$ cat config.mk
export PLATFORM = sky130hd
export DESIGN_NAME = freq_watchdog_ctl
export DESIGN_NICKNAME = d
export VERILOG_FILES = /design/src/rtl/clk_ctl_pkg.sv /design/src/rtl/wd_link_if.sv /design/src/rtl/wd_prescaler.sv /design/src/rtl/reset_pulser.sv /design/src/rtl/freq_watchdog_ctl.sv
export SDC_FILE = /design/constraint.sdc
export NUM_CORES = 1
export LEC_CHECK = 0
export BUFFER_PORTS_ARGS = -buffer_cell sky130_fd_sc_hd__buf_2
export CAP_MARGIN = 20
export CORE_MARGIN = 10
export CORE_UTILIZATION = 45
export CTS_CLUSTER_DIAMETER = 120
export DETAILED_ROUTE_END_ITERATION = 10
export PLACE_DENSITY = 0.67
export SYNTH_ARGS = -nofsm -noshare
export SYNTH_HDL_FRONTEND = slang
export SYNTH_SLANG_ARGS = --single-unit
$ cat constraint.sdc
create_clock -name i_clk -period 5.5 [get_ports i_clk]
set_input_delay 0 -clock i_clk [delete_from_list [all_inputs] [get_ports i_clk]]
set_output_delay 0 -clock i_clk [all_outputs]
set_load 0.02 [all_outputs]
$ cat src/rtl/clk_ctl_pkg.sv
package clk_ctl_pkg;

    localparam int ADDR_W = 4;
    localparam int DATA_W = 8;

    // Register offsets on the plain register port.
    localparam logic [3:0] CTRL_OFS = 4'h0;
    localparam logic [3:0] SEL_OFS = 4'h1;
    localparam logic [3:0] CPU_MULT_OFS = 4'h2;
    localparam logic [3:0] CPU_DIV_OFS = 4'h3;
    localparam logic [3:0] REC_MULT_OFS = 4'h4;
    localparam logic [3:0] REC_DIV_OFS = 4'h5;
    localparam logic [3:0] WD_COUNT_OFS = 4'h6;
    localparam logic [3:0] STATUS_OFS = 4'h7;
    localparam logic [3:0] WD_LIVE_OFS = 4'h8;
    localparam logic [3:0] STRAP_OFS = 4'h9;

    // Control register fields.
    localparam int PROG_EN_BIT = 0;
    localparam int OVERRIDE_BIT = 1;
    localparam int REC_SRC_BIT = 2;
    localparam int WD_ARM_BIT = 3;
    localparam int WD_UNIT_BIT = 4;
    localparam int RST_WD_BIT = 5;
    localparam int RST_FC_BIT = 6;
    localparam int CTRL_W = 7;

    // Status register fields.
    localparam int EXPIRED_BIT = 0;
    localparam int RECOVERY_BIT = 1;
    localparam int COUNTING_BIT = 2;

    // Reset values.
    localparam logic [6:0] CTRL_RST = 7'h00;
    localparam logic [4:0] SEL_RST = 5'h00;
    localparam logic [7:0] CPU_MULT_RST = 8'h00;
    localparam logic [6:0] CPU_DIV_RST = 7'h00;
    localparam logic [7:0] REC_MULT_RST = 8'h00;
    localparam logic [6:0] REC_DIV_RST = 7'h00;
    localparam logic [4:0] WD_COUNT_RST = 5'h01;

    // Timing.
    localparam int CLK_FREQ_MHZ = 125;
    localparam int CLK_PERIOD_NS = 8;
    localparam int WD_SHORT_UNIT_US = 150000;
    localparam int WD_LONG_UNIT_US = 2500000;
    localparam int WD_SHORT_UNIT_CYCLES = WD_SHORT_UNIT_US * CLK_FREQ_MHZ;
    localparam int WD_LONG_UNIT_CYCLES = WD_LONG_UNIT_US * CLK_FREQ_MHZ;
    localparam int PRESCALE_W = 29;
    localparam int RESET_PULSE_NS = 1000;
    localparam int RESET_PULSE_CYCLES = (RESET_PULSE_NS + CLK_PERIOD_NS - 1) / CLK_PERIOD_NS;
    localparam int PULSE_W = 8;
    localparam logic [1:0] STRAP_SETTLE = 2'h3;

    typedef enum logic [1:0] {
        WD_IDLE = 2'b00,
        WD_ARMED = 2'b01,
        WD_COUNT = 2'b11,
        WD_EXPIRED = 2'b10
    } wd_state_t;

endpackage

$ cat src/rtl/wd_link_if.sv
`timescale 1ns/1ps
interface wd_link_if;
    logic run;
    logic unit_long;
    logic tick;
    logic rst_trigger;
    logic rst_active;

    modport ctl (output run, output unit_long, output rst_trigger, input tick, input rst_active);
    modport prescale (input run, input unit_long, output tick);
    modport pulser (input rst_trigger, output rst_active);
endinterface

$ cat src/rtl/wd_prescaler.sv
`timescale 1ns/1ps
module wd_prescaler #(
    parameter int SHORT_CYCLES = clk_ctl_pkg::WD_SHORT_UNIT_CYCLES, // Cycles per short unit
    parameter int LONG_CYCLES = clk_ctl_pkg::WD_LONG_UNIT_CYCLES // Cycles per long unit
) (
    input wire logic i_clk, // System clock
    input wire logic i_rst, // Synchronous reset, active high
    wd_link_if.prescale lnk // Run request and tick answer
);
    import clk_ctl_pkg::*;

    logic [PRESCALE_W-1:0] cnt_reg;
    logic [PRESCALE_W-1:0] last;

    assign last = lnk.unit_long ? PRESCALE_W'(LONG_CYCLES - 1) : PRESCALE_W'(SHORT_CYCLES - 1);

    // The interval restarts from zero each time the watchdog starts running.
    always_ff @(posedge i_clk) begin
        if (i_rst || !lnk.run) begin
            cnt_reg <= '0;
            lnk.tick <= 1'b0;
        end else if (cnt_reg >= last) begin
            cnt_reg <= '0;
            lnk.tick <= 1'b1;
        end else begin
            cnt_reg <= cnt_reg + 1'b1;
            lnk.tick <= 1'b0;
        end
    end
endmodule // wd_prescaler

$ cat src/rtl/reset_pulser.sv
`timescale 1ns/1ps
module reset_pulser (
    input wire logic i_clk, // System clock
    input wire logic i_rst, // Synchronous reset, active high
    wd_link_if.pulser lnk // Trigger in, pulse out
);
    import clk_ctl_pkg::*;

    logic [PULSE_W-1:0] left_reg;

    // A trigger during a pulse restarts the full width.
    always_ff @(posedge i_clk) begin
        if (i_rst) begin
            left_reg <= '0;
            lnk.rst_active <= 1'b0;
        end else if (lnk.rst_trigger) begin
            left_reg <= PULSE_W'(RESET_PULSE_CYCLES - 1);
            lnk.rst_active <= 1'b1;
        end else if (left_reg != '0) begin
            left_reg <= left_reg - 1'b1;
            lnk.rst_active <= 1'b1;
        end else begin
            lnk.rst_active <= 1'b0;
        end
    end
endmodule // reset_pulser

$ cat src/rtl/freq_watchdog_ctl.sv
`timescale 1ns/1ps
// Operation
// - Fixed mode: frequency from latched straps, or select code when override set.
// - Programmable mode: frequency from 8-bit multiplier, 7-bit divider and gear.
// - Programmable mode: gear and output ratio follow straps or select code per override.
// - Writing the CPU multiplier or divider in programmable mode, outside recovery, starts loading a new frequency.
// - On expiry switch to recovery: straps if source is 0, recovery values if 1.
// - Recovery values are 8 and 7 bits; recovery ratio follows override.
// - Writing recovery multiplier or divider during recovery with source 1 starts loading the recovery setting.
// - Disarmed watchdog stops and reloads the programmed time-out.
// - Armed watchdog counts down only after a frequency change.
// - Expired flag reads 1 after expiry; writing 1 clears, 0 ignored.
// - Five-bit time-out count; flag set when running count reaches zero.
// - Unit select 0 gives 150 ms per count, 1 gives 2.5 s.
// - Span 150 ms to 4.65 s or 2.5 s to 77.5 s; count zero unused.
// - Reset pulse on expiry only when reset-on-expiry is enabled.
// - Reset pulse after frequency change only when reset-on-change is enabled.
// - Expiry from a hang produces recovery frequency, and system reset when reset-on-expiry is enabled.
// - Programmable mode covers CPU frequencies 50 to 248 MHz.
// - Programmable mode and override default to 0 after power-on.
// - CPU frequency equals gear times (multiplier+3) over (divider+3).
module freq_watchdog_ctl #(
    parameter int SHORT_UNIT_CYCLES = clk_ctl_pkg::WD_SHORT_UNIT_CYCLES, // 150 ms in cycles
    parameter int LONG_UNIT_CYCLES = clk_ctl_pkg::WD_LONG_UNIT_CYCLES // 2.5 s in cycles
) (
    input wire logic i_clk, // Reference clock, 125 MHz
    input wire logic i_rst, // Synchronous reset, active high
    input wire logic [clk_ctl_pkg::ADDR_W-1:0] i_addr, // Register address
    input wire logic [clk_ctl_pkg::DATA_W-1:0] i_wr_data, // Register write data
    input wire logic i_wr_en, // Write strobe
    input wire logic i_rd_en, // Read strobe
    output logic [clk_ctl_pkg::DATA_W-1:0] o_rd_data, // Read data, cycle after strobe
    input wire logic [4:0] i_strap_frequency_pins, // Frequency strap pins
    output logic o_prog_mode, // Synthesizer uses multiplier and divider
    output logic [4:0] o_freq_code, // Table code for gear and ratios
    output logic [7:0] o_multiplier, // Multiplier value to synthesizer
    output logic [6:0] o_divider, // Divider value to synthesizer
    output logic o_freq_load, // Pulse: load new frequency setting
    output logic o_system_reset, // System reset pulse
    output logic o_watchdog_expired // Level copy of the expired flag
);
    import clk_ctl_pkg::*;

    ////////////////////////////////////////////////////////////////////////////
    // Registers and decode.

    logic [CTRL_W-1:0] ctrl_reg;
    logic [4:0] sel_reg;
    logic [7:0] cpu_mult_reg;
    logic [6:0] cpu_div_reg;
    logic [7:0] rec_mult_reg;
    logic [6:0] rec_div_reg;
    logic [4:0] wd_count_reg;
    logic expired_reg;
    logic recovery_reg;
    logic [4:0] strap_meta_reg;
    logic [4:0] strap_sync_reg;
    logic [4:0] strap_latched_reg;
    logic [1:0] strap_wait_reg;
    logic [4:0] wd_cnt_reg;
    logic [4:0] wd_cnt_next;
    wd_state_t wd_state_reg;
    wd_state_t wd_state_next;
    logic prog_next;
    logic [4:0] code_next;
    logic [7:0] mult_next;
    logic [6:0] div_next;
    logic [4:0] ratio_code;
    logic [4:0] wd_reload;
    logic wr_ctrl;
    logic wr_cpu_freq;
    logic wr_rec_freq;
    logic wr_status;
    logic expiry;
    logic change;
    logic load_next;
    logic cpu_load_req_reg;
    logic rec_load_req_reg;

    wd_link_if lnk ();

    assign wr_ctrl = i_wr_en && (i_addr == CTRL_OFS);
    assign wr_cpu_freq = i_wr_en && (i_addr == CPU_MULT_OFS || i_addr == CPU_DIV_OFS);
    assign wr_rec_freq = i_wr_en && (i_addr == REC_MULT_OFS || i_addr == REC_DIV_OFS);
    assign wr_status = i_wr_en && (i_addr == STATUS_OFS);

    // Programmable mode and override both come out of reset clear.
    always_ff @(posedge i_clk) begin
        if (i_rst) begin
            ctrl_reg <= CTRL_RST;
            sel_reg <= SEL_RST;
            cpu_mult_reg <= CPU_MULT_RST;
            cpu_div_reg <= CPU_DIV_RST;
            rec_mult_reg <= REC_MULT_RST;
            rec_div_reg <= REC_DIV_RST;
            wd_count_reg <= WD_COUNT_RST;
        end else if (i_wr_en) begin
            unique case (i_addr)
                CTRL_OFS: ctrl_reg <= i_wr_data[CTRL_W-1:0];
                SEL_OFS: sel_reg <= i_wr_data[4:0];
                CPU_MULT_OFS: cpu_mult_reg <= i_wr_data;
                CPU_DIV_OFS: cpu_div_reg <= i_wr_data[6:0];
                REC_MULT_OFS: rec_mult_reg <= i_wr_data;
                REC_DIV_OFS: rec_div_reg <= i_wr_data[6:0];
                WD_COUNT_OFS: wd_count_reg <= i_wr_data[4:0];
                default: ;
            endcase
        end
    end

    always_ff @(posedge i_clk) begin
        if (i_rst) begin
            o_rd_data <= '0;
        end else if (i_rd_en) begin
            unique case (i_addr)
                CTRL_OFS: o_rd_data <= {1'b0, ctrl_reg};
                SEL_OFS: o_rd_data <= {3'h0, sel_reg};
                CPU_MULT_OFS: o_rd_data <= cpu_mult_reg;
                CPU_DIV_OFS: o_rd_data <= {1'b0, cpu_div_reg};
                REC_MULT_OFS: o_rd_data <= rec_mult_reg;
                REC_DIV_OFS: o_rd_data <= {1'b0, rec_div_reg};
                WD_COUNT_OFS: o_rd_data <= {3'h0, wd_count_reg};
                STATUS_OFS: o_rd_data <= {5'h00, wd_state_reg == WD_COUNT,
                    recovery_reg, expired_reg};
                WD_LIVE_OFS: o_rd_data <= {3'h0, wd_cnt_reg};
                STRAP_OFS: o_rd_data <= {3'h0, strap_latched_reg};
                default: o_rd_data <= '0;
            endcase
        end else begin
            o_rd_data <= '0;
        end
    end

    ////////////////////////////////////////////////////////////////////////////
    // Strap capture.

    always_ff @(posedge i_clk) begin
        if (i_rst) begin
            strap_meta_reg <= '0;
            strap_sync_reg <= '0;
        end else begin
            strap_meta_reg <= i_strap_frequency_pins;
            strap_sync_reg <= strap_meta_reg;
        end
    end

    // Straps are caught once, after the synchroniser has filled with pin values.
    always_ff @(posedge i_clk) begin
        if (i_rst) begin
            strap_wait_reg <= '0;
            strap_latched_reg <= '0;
        end else if (strap_wait_reg != STRAP_SETTLE) begin
            strap_wait_reg <= strap_wait_reg + 1'b1;
            if (strap_wait_reg == STRAP_SETTLE - 2'h1) begin
                strap_latched_reg <= strap_sync_reg;
            end
        end
    end

    ////////////////////////////////////////////////////////////////////////////
    // Effective frequency setting.

    assign ratio_code = ctrl_reg[OVERRIDE_BIT] ? sel_reg : strap_latched_reg;

    always_comb begin
        prog_next = ctrl_reg[PROG_EN_BIT];
        code_next = ratio_code;
        mult_next = cpu_mult_reg;
        div_next = cpu_div_reg;
        if (recovery_reg) begin
            if (ctrl_reg[REC_SRC_BIT]) begin
                prog_next = 1'b1;
                code_next = ratio_code;
                mult_next = rec_mult_reg;
                div_next = rec_div_reg;
            end else begin
                prog_next = 1'b0;
                code_next = strap_latched_reg;
            end
        end
    end

    assign change = (prog_next != o_prog_mode) || (code_next != o_freq_code)
        || (prog_next && (mult_next != o_multiplier || div_next != o_divider));

    // A forced load waits one cycle for the written value to reach the outputs, so the
    // synthesizer never loads the stale setting and sees a single load pulse.
    always_ff @(posedge i_clk) begin
        if (i_rst) begin
            cpu_load_req_reg <= 1'b0;
            rec_load_req_reg <= 1'b0;
        end else begin
            cpu_load_req_reg <= wr_cpu_freq && !recovery_reg && ctrl_reg[PROG_EN_BIT];
            rec_load_req_reg <= wr_rec_freq && recovery_reg && ctrl_reg[REC_SRC_BIT];
        end
    end

    // A write of the active values reloads even when nothing differs.
    always_comb begin
        load_next = change;
        if (cpu_load_req_reg) begin
            load_next = 1'b1;
        end
        if (rec_load_req_reg) begin
            load_next = 1'b1;
        end
    end

    always_ff @(posedge i_clk) begin
        if (i_rst) begin
            o_prog_mode <= 1'b0;
            o_freq_code <= '0;
            o_multiplier <= CPU_MULT_RST;
            o_divider <= CPU_DIV_RST;
            o_freq_load <= 1'b0;
        end else begin
            o_prog_mode <= prog_next;
            o_freq_code <= code_next;
            o_multiplier <= mult_next;
            o_divider <= div_next;
            o_freq_load <= load_next;
        end
    end

    ////////////////////////////////////////////////////////////////////////////
    // Watchdog.

    // A count of zero is never used, so it is run as one unit.
    assign wd_reload = (wd_count_reg == 5'h00) ? 5'h01 : wd_count_reg;
    assign expiry = (wd_state_reg == WD_COUNT) && lnk.tick && (wd_cnt_reg == 5'h01);

    always_comb begin
        wd_state_next = wd_state_reg;
        wd_cnt_next = wd_cnt_reg;
        unique case (wd_state_reg)
            WD_IDLE: begin
                wd_cnt_next = wd_reload;
                if (ctrl_reg[WD_ARM_BIT] && !expired_reg) begin
                    wd_state_next = WD_ARMED;
                end
            end
            WD_ARMED: begin
                wd_cnt_next = wd_reload;
                if (!ctrl_reg[WD_ARM_BIT]) begin
                    wd_state_next = WD_IDLE;
                end else if (o_freq_load) begin
                    wd_state_next = WD_COUNT;
                end
            end
            WD_COUNT: begin
                if (!ctrl_reg[WD_ARM_BIT]) begin
                    wd_state_next = WD_IDLE;
                    wd_cnt_next = wd_reload;
                end else if (expiry) begin
                    wd_state_next = WD_EXPIRED;
                    wd_cnt_next = 5'h00;
                end else if (lnk.tick) begin
                    wd_cnt_next = wd_cnt_reg - 5'h01;
                end
            end
            WD_EXPIRED: begin
                // Rearming waits for the flag to be cleared, so the recovery change
                // itself cannot start another countdown and a reset loop.
                wd_state_next = WD_IDLE;
                wd_cnt_next = wd_reload;
            end
        endcase
    end

    always_ff @(posedge i_clk) begin
        if (i_rst) begin
            wd_state_reg <= WD_IDLE;
            wd_cnt_reg <= WD_COUNT_RST;
        end else begin
            wd_state_reg <= wd_state_next;
            wd_cnt_reg <= wd_cnt_next;
        end
    end

    // Setting wins over a clear written in the same cycle.
    always_ff @(posedge i_clk) begin
        if (i_rst) begin
            expired_reg <= 1'b0;
            o_watchdog_expired <= 1'b0;
        end else begin
            expired_reg <= expiry || (expired_reg
                && !(wr_status && i_wr_data[EXPIRED_BIT]));
            o_watchdog_expired <= expiry || (expired_reg
                && !(wr_status && i_wr_data[EXPIRED_BIT]));
        end
    end

    // Recovery stays in force until software clears the expired flag.
    always_ff @(posedge i_clk) begin
        if (i_rst) begin
            recovery_reg <= 1'b0;
        end else if (expiry) begin
            recovery_reg <= 1'b1;
        end else if (wr_status && i_wr_data[EXPIRED_BIT]) begin
            recovery_reg <= 1'b0;
        end
    end

    ////////////////////////////////////////////////////////////////////////////
    // Prescaler and reset pulse.

    assign lnk.run = (wd_state_reg == WD_COUNT);
    assign lnk.unit_long = ctrl_reg[WD_UNIT_BIT];
    assign lnk.rst_trigger = (expiry && ctrl_reg[RST_WD_BIT])
        || (o_freq_load && ctrl_reg[RST_FC_BIT]);
    assign o_system_reset = lnk.rst_active;

    wd_prescaler #(
        .SHORT_CYCLES(SHORT_UNIT_CYCLES),
        .LONG_CYCLES(LONG_UNIT_CYCLES)
    ) u_prescaler (
        .i_clk(i_clk),
        .i_rst(i_rst),
        .lnk(lnk.prescale)
    );

    reset_pulser u_pulser (
        .i_clk(i_clk),
        .i_rst(i_rst),
        .lnk(lnk.pulser)
    );

endmodule // freq_watchdog_ctl

==> metrics <==
Synth top cells by count=144 x dfxtp_1, 114 x nor2_1, 70 x nand2_1; area leader, netlist=dfxtp_1; Die Wd=142 um; Switch Pwr=648 uW; dpl ws=2250 ps; max reg flops=29; DR top layer=met4; R2R cell count=9; Worst slew margin=30.2%; Final ANT Viol Nets=0; Crit-path slowest cell=o211ai_1; Required @ worst endpoint=5810 ps; Clock H-tree levels=4; input/output buffers=52; layout cells sized above 1=12.1%; P_leak=3.16 nW; clk buf depth=2; Int Power=1.87 mW; Root Driver=clkbuf_16; met3 wire len=1190 um; Die ar.=0.0201 sq mm; Slew Viols, Final=0; CTS clk-pin slew, worst paths=60 ps; worst skew pair latency=420 ps; switching share of total power=25.7%; Critical Path Most Common Cell=buf_4; ys flop type=dfxtp_1; CP Capture Type=flip-flop; # nets final=871; DRT iter0 DRCs=506; RSZ-0062 raised after global routing=false; vias=5680; status=finished, final reports clean; Synth Instances=771; Crit path arrival time=3390 ps; Sinks on Clock Net=144; All-Layer GR Usage=16.8%; largest net degree at the start of global routing=103; Antenna diodes=0; min Tclk post-route=3090 ps; Synth Register Bits=144; core area=0.0145 sq mm; global route overflow=0; metal2 WL=7430 um; vias per cell=5.53; CP cell instances=inv_1 > ha_1 > nand4_1 > nor4_1 > nand3_1 > o211ai_1 > buf_4 > buf_4 > nor2_1; Worst setup SP type=flip-flop; most frequent cell after synthesis=dfxtp_1; wire length per cell=16.4 um; final count of hold timing violations=0; post-CTS sizing=0; syn_area_per_cell=8.66 sq um; vias in the first global route=5346; Final setup viols=0; drt pass-1 iters=5; Syn Std Cell Area=0.00668 sq mm; Yosys Warn Count=0; CP Buf/Inv Count=3; Clk pwr share=45.1%; sequential share of power=44.4%; Sum Neg Setup Slack=0 ps; clock skew=7.95 ps; Max-Cap Viols=0; Synth async-reset ratio=0%; register area share after synthesis=43.2%; period utilization=56.1%; global placement routability congestion=0.861; VDD IR max=0.335 mV; WP depth=9; drt drc=0; number of hold buffers added after CTS=15; top cells by area, synth=dfxtp_1 43%, mux2i_1 7.3%, nor2_1 6.4%; Synth cell types=60; initial antenna violation count=0; CTS tree=yes; Initial Utilization=45.9%; syn nets=812; CP top delay family=simple AND/OR/NAND/NOR gates; hold path depth=2; row cnt=44; kind of critical path=reg2reg; Detail Placement HPWL=11600 um; final worst-path setup slack=2410 ps; WL met1=7930 um; Area growth, synth to finish=17.1%; Fmax=0.324 GHz; first-pass GRT wire length=27700 um; Logic pwr share=10.5%; top cell type's share of synthesized area=43.2%; Slew @ Worst Pin=1050 ps; final WL=16900 um; Worst Path Max Fanout=15; HP Class=in2reg; number of synthesized flops with an enable pin=0; cts bufs inserted=17; Top Ports=53; Max stage delay on crit path=600 ps; Die Height=142 um; Pwr Density=322 mW/mm^2; post-CTS setup buffers=0
-- stage by stage --
step           instances  utilization (%)  hold WS (ps)  total power [mW]  instance area [sq um]
6_report            1027             53.8          64.4              2.52                   7820
5_1_grt             1027             53.8          70.9              2.63                   7820
4_1_cts             1026             53.8          44.1              2.54                   7810
3_5_place_dp         979             48.7           216              1.40                   7070
3_3_place_gp         979             48.7           212              1.39                   7070
2_1_floorplan        771                -           126              1.34                   6680
-- worst paths after layout --
path / slack (ps) / to / from
max: 2410 / u_prescaler.cnt_reg[22] / ctrl_reg[4]
min: 60 / rec_load_req_reg / i_addr[1]
max reg2reg: 2410 / u_prescaler.cnt_reg[22] / ctrl_reg[4]
min reg2reg: 430 / strap_sync_reg[0] / strap_meta_reg[0]
-- worst reg2reg max path, stage by stage, from the launching register on --
cell and delay, ps:
dfxtp_1 500, inv_1 240, ha_1 360, nand4_1 110, nor4_1 440, nand3_1 170, o211ai_1 600, buf_4 270
buf_4 220, nor2_1 80
-- cell type report --
cell class	instances	area [sq um]
clock buffers	17	425
clock inverters	15	164
fillers	1361	6710
inverters	28	105
multi-input cells	566	3550
flip-flops and latches	144	2880
well taps	184	230
repair buffers	73	458
-- cells by family after synthesis --
group | count (synthesis) | synth area share (%)
AND/OR/NAND/NOR | 304 | 21.5
flip-flops | 144 | 43.2
AO/OA/AOI/OAI | 136 | 12.8
buffers and inverters | 61 | 3.58
multiplexers | 54 | 8.36
XOR/XNOR | 52 | 6.82
adder cells (fa/ha/maj) | 20 | 3.75
-- power by group through the flow --
stage | logic [mW] | clock network (mW) | registers [mW]
after floorplan | 0.196 | 0 | 1.14
after global placement | 0.254 | 0 | 1.14
after CTS | 0.266 | 1.16 | 1.12
after global routing | 0.301 | 1.21 | 1.12
after detailed placement | 0.257 | 0 | 1.14
final | 0.265 | 1.14 | 1.12
-- layout by cell type (no fill, tap or decap), drive strengths merged, types with 4 or more instances in the layout --
cell type | synthesis | layout
o21ai | 21 | 21
nand2b | 12 | 12
o22ai | 7 | 7
and3 | 5 | 5
a32oi | 5 | 5
dfxtp | 144 | 144
nor3 | 8 | 8
a222oi | 4 | 4
nor4 | 14 | 14
a21oi | 62 | 62
nor2 | 114 | 114
clkinvlp | 0 | 5
mux2i | 49 | 49
xor2 | 28 | 28
clkinv | 0 | 6
a22oi | 5 | 5
nor2b | 15 | 15
ha | 20 | 20
mux2 | 4 | 4
buf | 6 | 58
and2 | 4 | 4
nand3 | 37 | 37
nand4 | 7 | 7
inv | 28 | 30
xnor2 | 24 | 24
nand2 | 71 | 71
clkbuf | 27 | 17
or4 | 6 | 6
dlygate4sd3 | 0 | 15
-- layer usage --
layer / GRT usage [%] / vias up
met5: 0 / -
li1: - / 2824
met4: 6.08 / 0
met3: 4.31 / 20
met2: 25.1 / 185
met1: 22.9 / 2651
Note: power is estimated with default switching activity, not from simulation.
